## config.mk

```make
export PLATFORM = sky130hd
export DESIGN_NAME = lcd_segment_common_driver
export DESIGN_NICKNAME = d
export VERILOG_FILES = /design/src/rtl/lcd_pkg.sv /design/src/rtl/lcd_scan_seq.sv /design/src/rtl/lcd_segment_common_driver.sv
export SDC_FILE = /design/constraint.sdc
export NUM_CORES = 1
export LEC_CHECK = 0
export ABC_AREA = 0
export BUFFER_PORTS_ARGS = -buffer_cell sky130_fd_sc_hd__buf_4
export CAP_MARGIN = 20
export CORE_MARGIN = 2
export CORE_UTILIZATION = 68
export CTS_BUF_LIST = sky130_fd_sc_hd__clkbuf_4 sky130_fd_sc_hd__clkbuf_8
export DETAILED_ROUTE_END_ITERATION = 12
export PLACE_DENSITY = 0.84
export SYNTH_ARGS = -nofsm -noshare
export SYNTH_HDL_FRONTEND = slang
export SYNTH_SLANG_ARGS = --single-unit
```

## constraint.sdc

```tcl
create_clock -name CLK -period 28.7 [get_ports CLK]
set_input_delay 5.74 -clock CLK [delete_from_list [all_inputs] [get_ports CLK]]
set_output_delay 5.74 -clock CLK [all_outputs]
set_load 0.01 [all_outputs]
```

## src/rtl/lcd_pkg.sv

```systemverilog
// Package: constants and types for the segment/common LCD driver
package lcd_pkg;
   localparam int          NUM_SEG        = 22;
   localparam int          NUM_COM        = 8;
   localparam int          NUM_SHARED     = 6;
   localparam int          NUM_PINS       = 24;
   localparam logic [7:0]  ADDR_VOLT_SEL  = 8'hfc;
   localparam logic [7:0]  ADDR_CONTROL   = 8'hfd;
   localparam logic [7:0]  RESET_CONTROL  = 8'h00;
   localparam logic [7:0]  RESET_VOLT_SEL = 8'h00;
   localparam logic [3:0]  RAM_PAGE       = 4'h8;
   localparam logic [7:0]  RAM_FIRST      = 8'h30;
   localparam logic [7:0]  RAM_LAST       = 8'h45;
   localparam int          CTL_ON_BIT     = 0;
   localparam int          CTL_BIAS_LSB   = 1;
   localparam int          CTL_DUTY_LSB   = 3;
   localparam int          CTL_CLK_LSB    = 5;
   localparam int          STEP_DIV       = 4;
   localparam logic [1:0]  STEP_LAST      = 2'h3;

   typedef enum logic [1:0] {DUTY_8, DUTY_4, DUTY_3, DUTY_2} duty_type;
   typedef enum logic [1:0] {BIAS_NONE, BIAS_CAP, BIAS_INT_RES, BIAS_EXT_RES} bias_type;

   typedef struct packed {
      logic [1:0] clk_sel;
      duty_type   duty;
      bias_type   bias;
      logic       on;
   } control_type;

   typedef struct packed {
      logic [7:0] addr;
      logic [7:0] wdata;
      logic [7:0] wmask;
      logic       wr;
      logic       rd;
   } cpu_req_type;
endpackage

```

## src/rtl/lcd_scan_seq.sv

```systemverilog
// Common-line scan sequencer stepped by the frame clock
`timescale 1ns/1ps
module lcd_scan_seq
   import lcd_pkg::*;
(
   input  wire logic       clk,
   input  wire logic       reset,
   input  wire logic       restart,
   input  wire logic       tick,
   input  wire logic [3:0] num_com,
   output logic      [2:0] com_idx,
   output logic            phase
);
   logic [2:0] com_r;
   logic       phase_r;

   // Ascending commons, equal slices, wrap after last; two phases per slot
   always_ff @(posedge clk or posedge reset) begin
      if (reset) begin
         com_r   <= 3'h0;
         phase_r <= 1'b0;
      end else if (restart) begin
         com_r   <= 3'h0;
         phase_r <= 1'b0;
      end else if (tick) begin
         phase_r <= ~phase_r;
         if (phase_r) begin
            if ({1'b0, com_r} == num_com - 4'h1) begin
               com_r <= 3'h0;
            end else begin
               com_r <= com_r + 3'h1;
            end
         end
      end
   end

   assign com_idx = com_r;
   assign phase   = phase_r;
endmodule

```

## src/rtl/lcd_segment_common_driver.sv

```systemverilog
// LCD segment/common driver: display RAM, control registers, scan output
//
// Behaviour
// - Drive up to 128 dots: 16 segments by 8 commons at full mux.
// - Display RAM is page 8 bytes 30h..45h, CPU bit and byte accessible.
// - Segment n uses byte 30h+n; bit n of a byte belongs to common n.
// - Refresh fetches RAM by itself on the frame clock, no CPU work.
// - Segment shows the bit for the common being scanned.
// - One gives select waveform, zero gives non-select waveform.
// - Commons 2..7 double as segments 0..5; 16 segment, 2 common pins.
// - Duty picks active commons and remaining segments: 8,4,3,2 commons.
// - Control holds duty/bias, clock select, on/off and bias type.
// - Control resets to 00h: off, 1/8 duty, 128 Hz, no bias type.
// - Frame clock from watch timer clock sets the common scan rate.
// - Each control write restarts clock and duty sequencing.
// - Scanning continues when main clock stops if subclock is source.
// - Drive-voltage select register chooses level, resets to 00h.
// - Without watch timer clock there is no scanning at all.
`timescale 1ns/1ps
module lcd_segment_common_driver
   import lcd_pkg::*;
#(
   parameter int NUM_SEGMENTS = NUM_SEG,
   parameter int NUM_COMMONS  = NUM_COM
)(
   input  wire logic              CLK,
   input  wire logic              RESET,
   input  wire cpu_req_type       CPU_REQ,
   input  wire logic [3:0]        CPU_PAGE,
   input  wire logic              RAM_SEL,
   output logic      [7:0]        CPU_RDATA,
   input  wire logic              WATCH_TIMER_CLOCK,
   input  wire logic              WATCH_TIMER_ENABLE,
   output logic      [7:0]        COM_OUT,
   output logic      [7:0]        COM_OE_N,
   output logic      [15:0]       SEG_OUT,
   output logic      [15:0]       SEG_OE_N,
   output logic      [1:0]        LCD_BIAS_TYPE,
   output logic      [1:0]        LCD_BIAS_RATIO,
   output logic      [7:0]        LCD_DRIVE_VOLTAGE
);
   logic [7:0]  ram_r [NUM_SEGMENTS];
   logic [7:0]  lcd_display_control_r;
   logic [7:0]  lcd_drive_voltage_select_r;
   logic [7:0]  rdata_r;
   logic [1:0]  wtc_sync_r;
   logic [1:0]  wte_sync_r;
   logic        wtc_prev_r;
   logic [2:0]  fetch_com_r;
   logic        fetch_phase_r;
   logic [7:0]  frame_div_r;
   logic        frame_tick;
   logic        ctl_write;
   logic        ram_hit;
   logic [4:0]  ram_idx;
   logic [3:0]  num_com;
   logic [2:0]  com_idx;
   logic        phase;
   logic [NUM_SEGMENTS-1:0] seg_bits_r;
   logic [7:0]  com_drive;
   logic [15:0] seg_drive;
   logic [7:0]  com_oe_n;
   logic [15:0] seg_oe_n;
   logic [7:0]  frame_div_last;
   control_type ctl;

   assign ctl = control_type'(lcd_display_control_r[CTL_CLK_LSB+1:0]);

   // CPU window into display RAM on page 8
   assign ram_hit = RAM_SEL && (CPU_PAGE == RAM_PAGE) &&
                    (CPU_REQ.addr >= RAM_FIRST) && (CPU_REQ.addr <= RAM_LAST);
   assign ram_idx = 5'(CPU_REQ.addr - RAM_FIRST);
   assign ctl_write = !RAM_SEL && CPU_REQ.wr && (CPU_REQ.addr == ADDR_CONTROL);

   // Byte and bit writes through a lane mask; segment n is byte 30h+n
   generate
      for (genvar s = 0; s < NUM_SEGMENTS; s++) begin : g_ram
         always_ff @(posedge CLK or posedge RESET) begin
            if (RESET) begin
               ram_r[s] <= 8'h00;
            end else if (ram_hit && CPU_REQ.wr && (ram_idx == 5'(s))) begin
               ram_r[s] <= (ram_r[s] & ~CPU_REQ.wmask) | (CPU_REQ.wdata & CPU_REQ.wmask);
            end
         end
      end
   endgenerate

   // Control register
   always_ff @(posedge CLK or posedge RESET) begin
      if (RESET) begin
         lcd_display_control_r <= RESET_CONTROL;
      end else if (ctl_write) begin
         lcd_display_control_r <= (lcd_display_control_r & ~CPU_REQ.wmask) |
                                  (CPU_REQ.wdata & CPU_REQ.wmask);
      end
   end

   // Drive-voltage select register
   always_ff @(posedge CLK or posedge RESET) begin
      if (RESET) begin
         lcd_drive_voltage_select_r <= RESET_VOLT_SEL;
      end else if (!RAM_SEL && CPU_REQ.wr && CPU_REQ.addr == ADDR_VOLT_SEL) begin
         lcd_drive_voltage_select_r <= (lcd_drive_voltage_select_r & ~CPU_REQ.wmask) |
                                       (CPU_REQ.wdata & CPU_REQ.wmask);
      end
   end

   // Read data; unmapped locations read as zero
   always_ff @(posedge CLK or posedge RESET) begin
      if (RESET) begin
         rdata_r <= 8'h00;
      end else if (CPU_REQ.rd) begin
         if (ram_hit) begin
            rdata_r <= ram_r[ram_idx];
         end else if (!RAM_SEL && CPU_REQ.addr == ADDR_CONTROL) begin
            rdata_r <= lcd_display_control_r;
         end else if (!RAM_SEL && CPU_REQ.addr == ADDR_VOLT_SEL) begin
            rdata_r <= lcd_drive_voltage_select_r;
         end else begin
            rdata_r <= 8'h00;
         end
      end
   end
   assign CPU_RDATA = rdata_r;

   // Watch timer clock and enable come from another domain
   always_ff @(posedge CLK or posedge RESET) begin
      if (RESET) begin
         wtc_sync_r <= 2'b00;
         wte_sync_r <= 2'b00;
         wtc_prev_r <= 1'b0;
      end else begin
         wtc_sync_r <= {wtc_sync_r[0], WATCH_TIMER_CLOCK};
         wte_sync_r <= {wte_sync_r[0], WATCH_TIMER_ENABLE};
         wtc_prev_r <= wtc_sync_r[1];
      end
   end

   // Frame clock from watch timer edges; clock select divides further.
   // Zero selection is the fastest rate; a stopped timer gives no ticks.
   always_comb begin
      case (ctl.clk_sel)
         2'h0:    frame_div_last = 8'h00;
         2'h1:    frame_div_last = 8'h01;
         2'h2:    frame_div_last = 8'h03;
         default: frame_div_last = 8'h07;
      endcase
   end

   // Needs no CPU cycles, so scanning rides through CPU idle
   // Restart on every control write
   always_ff @(posedge CLK or posedge RESET) begin
      if (RESET) begin
         frame_div_r <= 8'h00;
      end else if (ctl_write) begin
         frame_div_r <= 8'h00;
      end else if (wte_sync_r[1] && wtc_sync_r[1] && !wtc_prev_r) begin
         frame_div_r <= (frame_div_r >= frame_div_last) ? 8'h00 : frame_div_r + 8'h01;
      end
   end
   assign frame_tick = wte_sync_r[1] && wtc_sync_r[1] && !wtc_prev_r &&
                       (frame_div_r >= frame_div_last) && !ctl_write;

   // Common and phase delayed to line up with the fetched bits, so no pin
   // shows a new common against old segment data
   always_ff @(posedge CLK or posedge RESET) begin
      if (RESET) begin
         fetch_com_r   <= 3'h0;
         fetch_phase_r <= 1'b0;
      end else begin
         fetch_com_r   <= com_idx;
         fetch_phase_r <= phase;
      end
   end

   // Active commons per duty
   always_comb begin
      case (ctl.duty)
         DUTY_8:  num_com = 4'h8;
         DUTY_4:  num_com = 4'h4;
         DUTY_3:  num_com = 4'h3;
         default: num_com = 4'h2;
      endcase
   end

   lcd_scan_seq u_seq (
      .clk     (CLK),
      .reset   (RESET),
      .restart (ctl_write),
      .tick    (frame_tick),
      .num_com (num_com),
      .com_idx (com_idx),
      .phase   (phase)
   );

   // Autonomous fetch of the scanned bit of every byte
   generate
      for (genvar s = 0; s < NUM_SEGMENTS; s++) begin : g_fetch
         always_ff @(posedge CLK or posedge RESET) begin
            if (RESET) begin
               seg_bits_r[s] <= 1'b0;
            end else begin
               seg_bits_r[s] <= ram_r[s][com_idx];
            end
         end
      end
   endgenerate

   // Digital drive: common active level is the inverse of phase; selected segment opposes
   // it, non-selected follows it. Bias levels are made by the analog network.
   always_comb begin
      com_drive = 8'h00;
      com_oe_n  = 8'hff;
      seg_drive = 16'h0000;
      seg_oe_n  = 16'hffff;
      if (ctl.on) begin
         for (int c = 0; c < NUM_COMMONS; c++) begin
            if (c < int'(num_com)) begin
               com_oe_n[c]  = 1'b0;
               com_drive[c] = (3'(c) == fetch_com_r) ? ~fetch_phase_r : fetch_phase_r;
            end else if (c >= 2) begin
               // Shared pin works as segment c-2
               com_oe_n[c]  = 1'b0;
               com_drive[c] = seg_bits_r[c-2] ? fetch_phase_r : ~fetch_phase_r;
            end
         end
         for (int s = NUM_SHARED; s < NUM_SEGMENTS; s++) begin
            seg_oe_n[s-NUM_SHARED]  = 1'b0;
            seg_drive[s-NUM_SHARED] = seg_bits_r[s] ? fetch_phase_r : ~fetch_phase_r;
         end
      end
   end

   // Output stage; off holds all pins released
   always_ff @(posedge CLK or posedge RESET) begin
      if (RESET) begin
         COM_OUT  <= 8'h00;
         COM_OE_N <= 8'hff;
         SEG_OUT  <= 16'h0000;
         SEG_OE_N <= 16'hffff;
      end else begin
         COM_OUT  <= com_drive;
         COM_OE_N <= com_oe_n;
         SEG_OUT  <= seg_drive;
         SEG_OE_N <= seg_oe_n;
      end
   end

   assign LCD_BIAS_TYPE     = ctl.bias;
   assign LCD_BIAS_RATIO    = ctl.duty;
   assign LCD_DRIVE_VOLTAGE = lcd_drive_voltage_select_r;
endmodule

```

Word level (Yosys, flattened, before mapping)

Index checks and enable logic that the tools add are counted.

$lt $le $gt $ge: 13
Bitwise operators: 53
Reduce and logical (&&, ||, !) cells: 46
Equality and inequality tests: 36
Add/sub/neg operators: 4
Multiplexer cells: 105

Operator list:

| operator              | number |
|---|---|
| $and A8 B8 Y8         | 25 |
| $or A8 B8 Y8          | 24 |
| $mux W8               | 10 |
| $bmux W1 S3           | 22 |
| $mux W1               | 64 |
| $bmux W8 S5           | 1 |
| $eq A5 B4 Y1 const B  | 8 |
| $logic_and A1 B1 Y1   | 35 |
| $mux W16              | 2 |
| $eq A5 B5 Y1 const B  | 6 |
| $eq A5 B3 Y1 const B  | 4 |
| $eq A8 B8 Y1 const B  | 2 |
| $lt A3 B4 Y1 const A  | 4 |
| $eq A3 B3 Y1 const A  | 4 |
| $mux W3               | 4 |
| $pmux W4 S3           | 1 |
| $eq A5 B2 Y1 const B  | 2 |
| $pmux W3 S3           | 1 |
| $add A8 B1 Y8 const B | 1 |
| $ge A8 B6 Y1 const B  | 1 |
| $ge A8 B8 Y1          | 1 |
| $le A8 B7 Y1 const B  | 1 |
| $lt A1 B4 Y1 const A  | 2 |
| $lt A2 B4 Y1 const A  | 2 |
| 21 further kinds      | 30 |

Input bits: 35
Register bits: 291

Logic depth before layout (Yosys ltp)

Depth in word-level cells: 8
Gate-level depth with buffers: 8

Cells and area by module

From an unflattened synthesis, not the netlist that was laid out.

Cells, all modules: 1176
Area total of the unflattened synthesis: 14396.3 µm²

Modules (own cells, without submodules):

| module                    | instances | cells an instance | area each (µm²) |
|---|---|---|---|
| lcd_segment_common_driver | 1         | 1147              | 14119.8 |
| lcd_scan_seq              | 1         | 29                | 276.5 |

Worst setup path after synthesis

OpenSTA, ideal clock, no wires.

Path kind: input to register
Start: in CPU_PAGE[1]
End: reg with a tool-made name
Setup time: 125 ps
Cell stages on the path: 6
Slack: 21050 ps
Data required time: 28575 ps
Data arrival time: 7525 ps
Cell sequence: or4b_4 > nor4_4 > nand2_1 > buf_2 > nor2_1 > mux2_2

RTL lines:

| what               | line                            | source |
|---|---|---|
| start: declaration | lcd_segment_common_driver.sv:29 | `input wire logic [3:0] CPU_PAGE,` |

==> key figures <==
Yosys
  • Synth Area in Compound Gates: roughly 3.4%
  • Post-synth top flop: dfrtp_1
  • Post-Syn Area per Cell: 11.7 sq um
  • Register bit total from synthesis: 270
  • Unique masters post-synth: 56
  • Syn nets: 1247
  • Area of the mapped netlist: 0.0142 sq mm
  • Cells after synthesis: approximately 1200
  • YS warnings: 0
  • Synth async-reset ratio: between 90% and 100%
  • Simple-Gate Fraction of Synth Area: 11.8%
  • Synth Area in XOR/XNOR: between 1.5 and 2%
  • Largest family of logic cells by synthesized area: multiplexers
  • Adder-cell share of the synthesized area: 0.441%
  • Post-synth EDFFs: 0
  • Mux cell area share after synthesis: 31.1%
  • Sequential fraction of the synthesis area: 47.7%

Final layout
  • Final core utilization: 77.4%
  • Sequential cell area: 0.00676 sq mm
  • Share of cells above drive strength 1: 36.9%
  • Layout Area Growth over Synthesis: 11.2%
  • # diodes: 0
  • Cell area after layout: 0.0158 sq mm
  • Area of the multi-input gates: 0.00688 sq mm
  • Layout net count: ~1300
  • FILL cells: 1260

Timing
  • Final hold violations: 0
  • Rel. slew slack: 29.6%
  • Final setup viols: 0
  • Worst slew pin tran: between 1 and 1.5 ns
  • Max-slew violation count: 0
  • Period minus WS final: 8.12 ns
  • Fin Hold WS: 0.353 ns
  • Clk_skew: 0.0288 ns
  • Achievable Freq: 123 MHz
  • TNS Setup: 0 ns
  • RSZ-0062 raised after global routing: no
  • Period Utilization, post-route: around 28%

GRT
  • Grt total ovfl: 0
  • First-pass GRT wire length: 59300 um
  • Initial antenna violation count: 1
  • Vias in the first global route: 10537
  • Largest net degree at the start of global routing: 118
  • GRT Total Usage: 35.4%

Routing
  • Vias: 10451
  • Avg Vias per Cell: 6.67
  • Wire per inst: 24.4 um
  • Initial drt markers: 1117
  • Final wirelength: 38200 um
  • Pre-antenna DRT Iters: 5
  • Drt drc: 0
  • Antenna viol nets, final: 0

Placed design
  • Final GP Congestion: slightly below 1
  • DP Area: around 0.015 sq mm
  • I/O Buffers: 102
  • Final HPWL DP: between 20000 and 25000 um

Clock tree
  • Cells resized by post-CTS repair: 0
  • Clk Latency, worst-skew pair: between 0.5 and 0.6 ns
  • Max clock buf depth: 3
  • H-tree Lvls: 2
  • Clock sink count: 270
  • Total CTS buffers: 44
  • Post CTS Setup Buffer Count: 0
  • Root Buffer: clkbuf_8
  • TritonCTS clock tree: done
  • CTS clock-pin slew for the worst setup and hold paths: roughly 0.060 ns
  • Hold buffer count at CTS: 0

Critical path
  • Crit. End Element: flop
  • R2R setup slack: 26.42 ns
  • Cell count of the worst reg-to-reg path: 6
  • Reg2Reg Launch Point: u_seq.com_idx[1]$_DFFE_PP0P_
  • Kind of critical path: input pin to flop
  • Critical Path AT: roughly 8.6 ns
  • Max FO, Critical Path: 63
  • Req. time, crit path: 29.16 ns
  • RR Endpoint: u_seq.com_idx[2]$_DFFE_PP0P_
  • Crit start category: input pin

Die
  • Initial core utilization: 69.6%
  • DIE AREA: 0.0220 sq mm
  • Die width: ~150 um
  • I/O pin count: 103
  • Std-Cell Rows: 52
  • Die height: about 150 um
  • Core area: about 0.02 sq mm

Outcome
  • Status: finished clean

Worst hold path
  • Hold path depth: 0
  • Hold_sp: wtc_sync_r[0]$_DFF_PP0_
  • Hold Path End: wtc_sync_r[1]$_DFF_PP0_
  • Worst min-delay path class: flop to flop

Power
  • Overall Power: 886 uW
  • Power per cell area: 56.2 mW/mm^2
  • Maximum VDD drop: 0.0000503 V
  • Leak: 0.00734 uW

Job
  • Max Cap Viol: 0
routing by layer:
metal / GRT usage, % / vias up / share of wire, %
li1: - / 4378 / -
met1: 48.5 / 5205 / 39
met2: 53.5 / 691 / 45
met3: 8.62 / 175 / 11
met4: 17.7 / 2 / 5.1
met5: 0 / - / 0.034
worst max-delay path: stages:
cell and delay (ns):
buf_4 0.27, buf_4 0.85, nand3_2 0.41, or4b_1 0.74, nor2_1 0.18, mux2_2 0.34
cell usage in the layout (no fill, tap or decap), types with 2 or more instances in the layout:
| cell | netlist | routed |
|---|---|---|
| inv_1 | 9 | 8 |
| o22ai_1 | 20 | 20 |
| o211ai_1 | 5 | 5 |
| dfstp_2 | 3 | 3 |
| mux2i_1 | 64 | 64 |
| nand2_1 | 71 | 71 |
| clkbuf_4 | 0 | 23 |
| mux2_1 | 7 | 7 |
| nor3b_1 | 4 | 4 |
| o22a_1 | 4 | 4 |
| and3_1 | 4 | 4 |
| nand4_1 | 8 | 8 |
| ha_1 | 5 | 5 |
| o21ai_0 | 10 | 10 |
| buf_4 | 26 | 111 |
| and4_1 | 3 | 3 |
| nor4_1 | 10 | 10 |
| o31ai_1 | 9 | 9 |
| clkinvlp_4 | 0 | 2 |
| a31oi_1 | 10 | 10 |
| mux2_2 | 223 | 223 |
| clkinv_2 | 0 | 3 |
| clkbuf_8 | 0 | 51 |
| mux4_2 | 52 | 52 |
| dfrtp_2 | 0 | 2 |
| or3b_2 | 2 | 2 |
| a21oi_1 | 2 | 2 |
| nor2_1 | 223 | 223 |
| dfrtp_1 | 267 | 265 |
| or3_1 | 2 | 2 |
| nand3_1 | 8 | 8 |
| nor2b_1 | 21 | 21 |
| nand2b_1 | 6 | 6 |
| xor2_1 | 20 | 20 |
| xnor2_1 | 8 | 8 |
| o2111ai_1 | 4 | 4 |
logic make-up (layout without fill, tap and decap cells):
logic type / count (synthesis) / count (layout)
adder cells (fa/ha/maj): 5 / 5
AO/OA/AOI/OAI: 72 / 72
AND/OR/NAND/NOR: 376 / 376
multiplexers: 346 / 346
XOR/XNOR: 28 / 28
buffers and inverters: 110 / 200
flip-flops: 270 / 270
worst max path at each step:
stage,from,cells past startpoint,to,slack [ns]
finish,CPU_REQ[18],6,flop,20.58
global route,CPU_REQ[18],6,flop,20.45
CTS,CPU_REQ[18],6,flop,20.63
detailed placement,CPU_REQ[18],6,flop,20.03
global placement,CPU_REQ[18],6,flop,20.10
floorplan,RESET,1,COM_OUT[0]$_DFF_PP0_,15.53
final cells by class:
type                       count  share of cell area [%]
clock inverter                 5                   0.190
inverter                      10                   0.286
tap                          270                    2.14
timing repair buffer         111                    5.29
multi-input combinational    827                    43.6
sequential                   270                    42.9
clock buffer                  74                    5.55
power by group:
| part | internal (uW) | switching (uW) | total [uW] |
|---|---|---|---|
| sequential | 389 | 11.1 | 400 |
| clock | 191 | 153 | 344 |
| combinational | 54.8 | 87.5 | 142 |
per-stage QoR:
stage	worst slack, ns	std cells
global route	20.45	1567
floorplan	15.53	1207
global placement	20.10	1488
detailed placement	20.03	1488
CTS	20.63	1567
finish	20.58	1567
cell usage after synthesis (all sizes together) (5+ instances only):
master	instances	share of area (%)
nor2b	21	0.93
mux4	52	8.3
nand4	8	0.35
o31ai	9	0.48
o21ai	11	0.39
mux2	230	18
clkbuf	46	1.2
xnor2	8	0.49
xor2	20	1.2
mux2i	64	4.5
nand3	9	0.35
nand2b	6	0.26
a31oi	10	0.44
inv	9	0.24
nand2	71	1.9
dfrtp	267	47
buf	54	2.3
ha	5	0.44
o22ai	20	0.88
nor4	11	0.59
nor2	223	5.9
o211ai	5	0.26
Note: power is estimated with default switching activity, not from simulation.
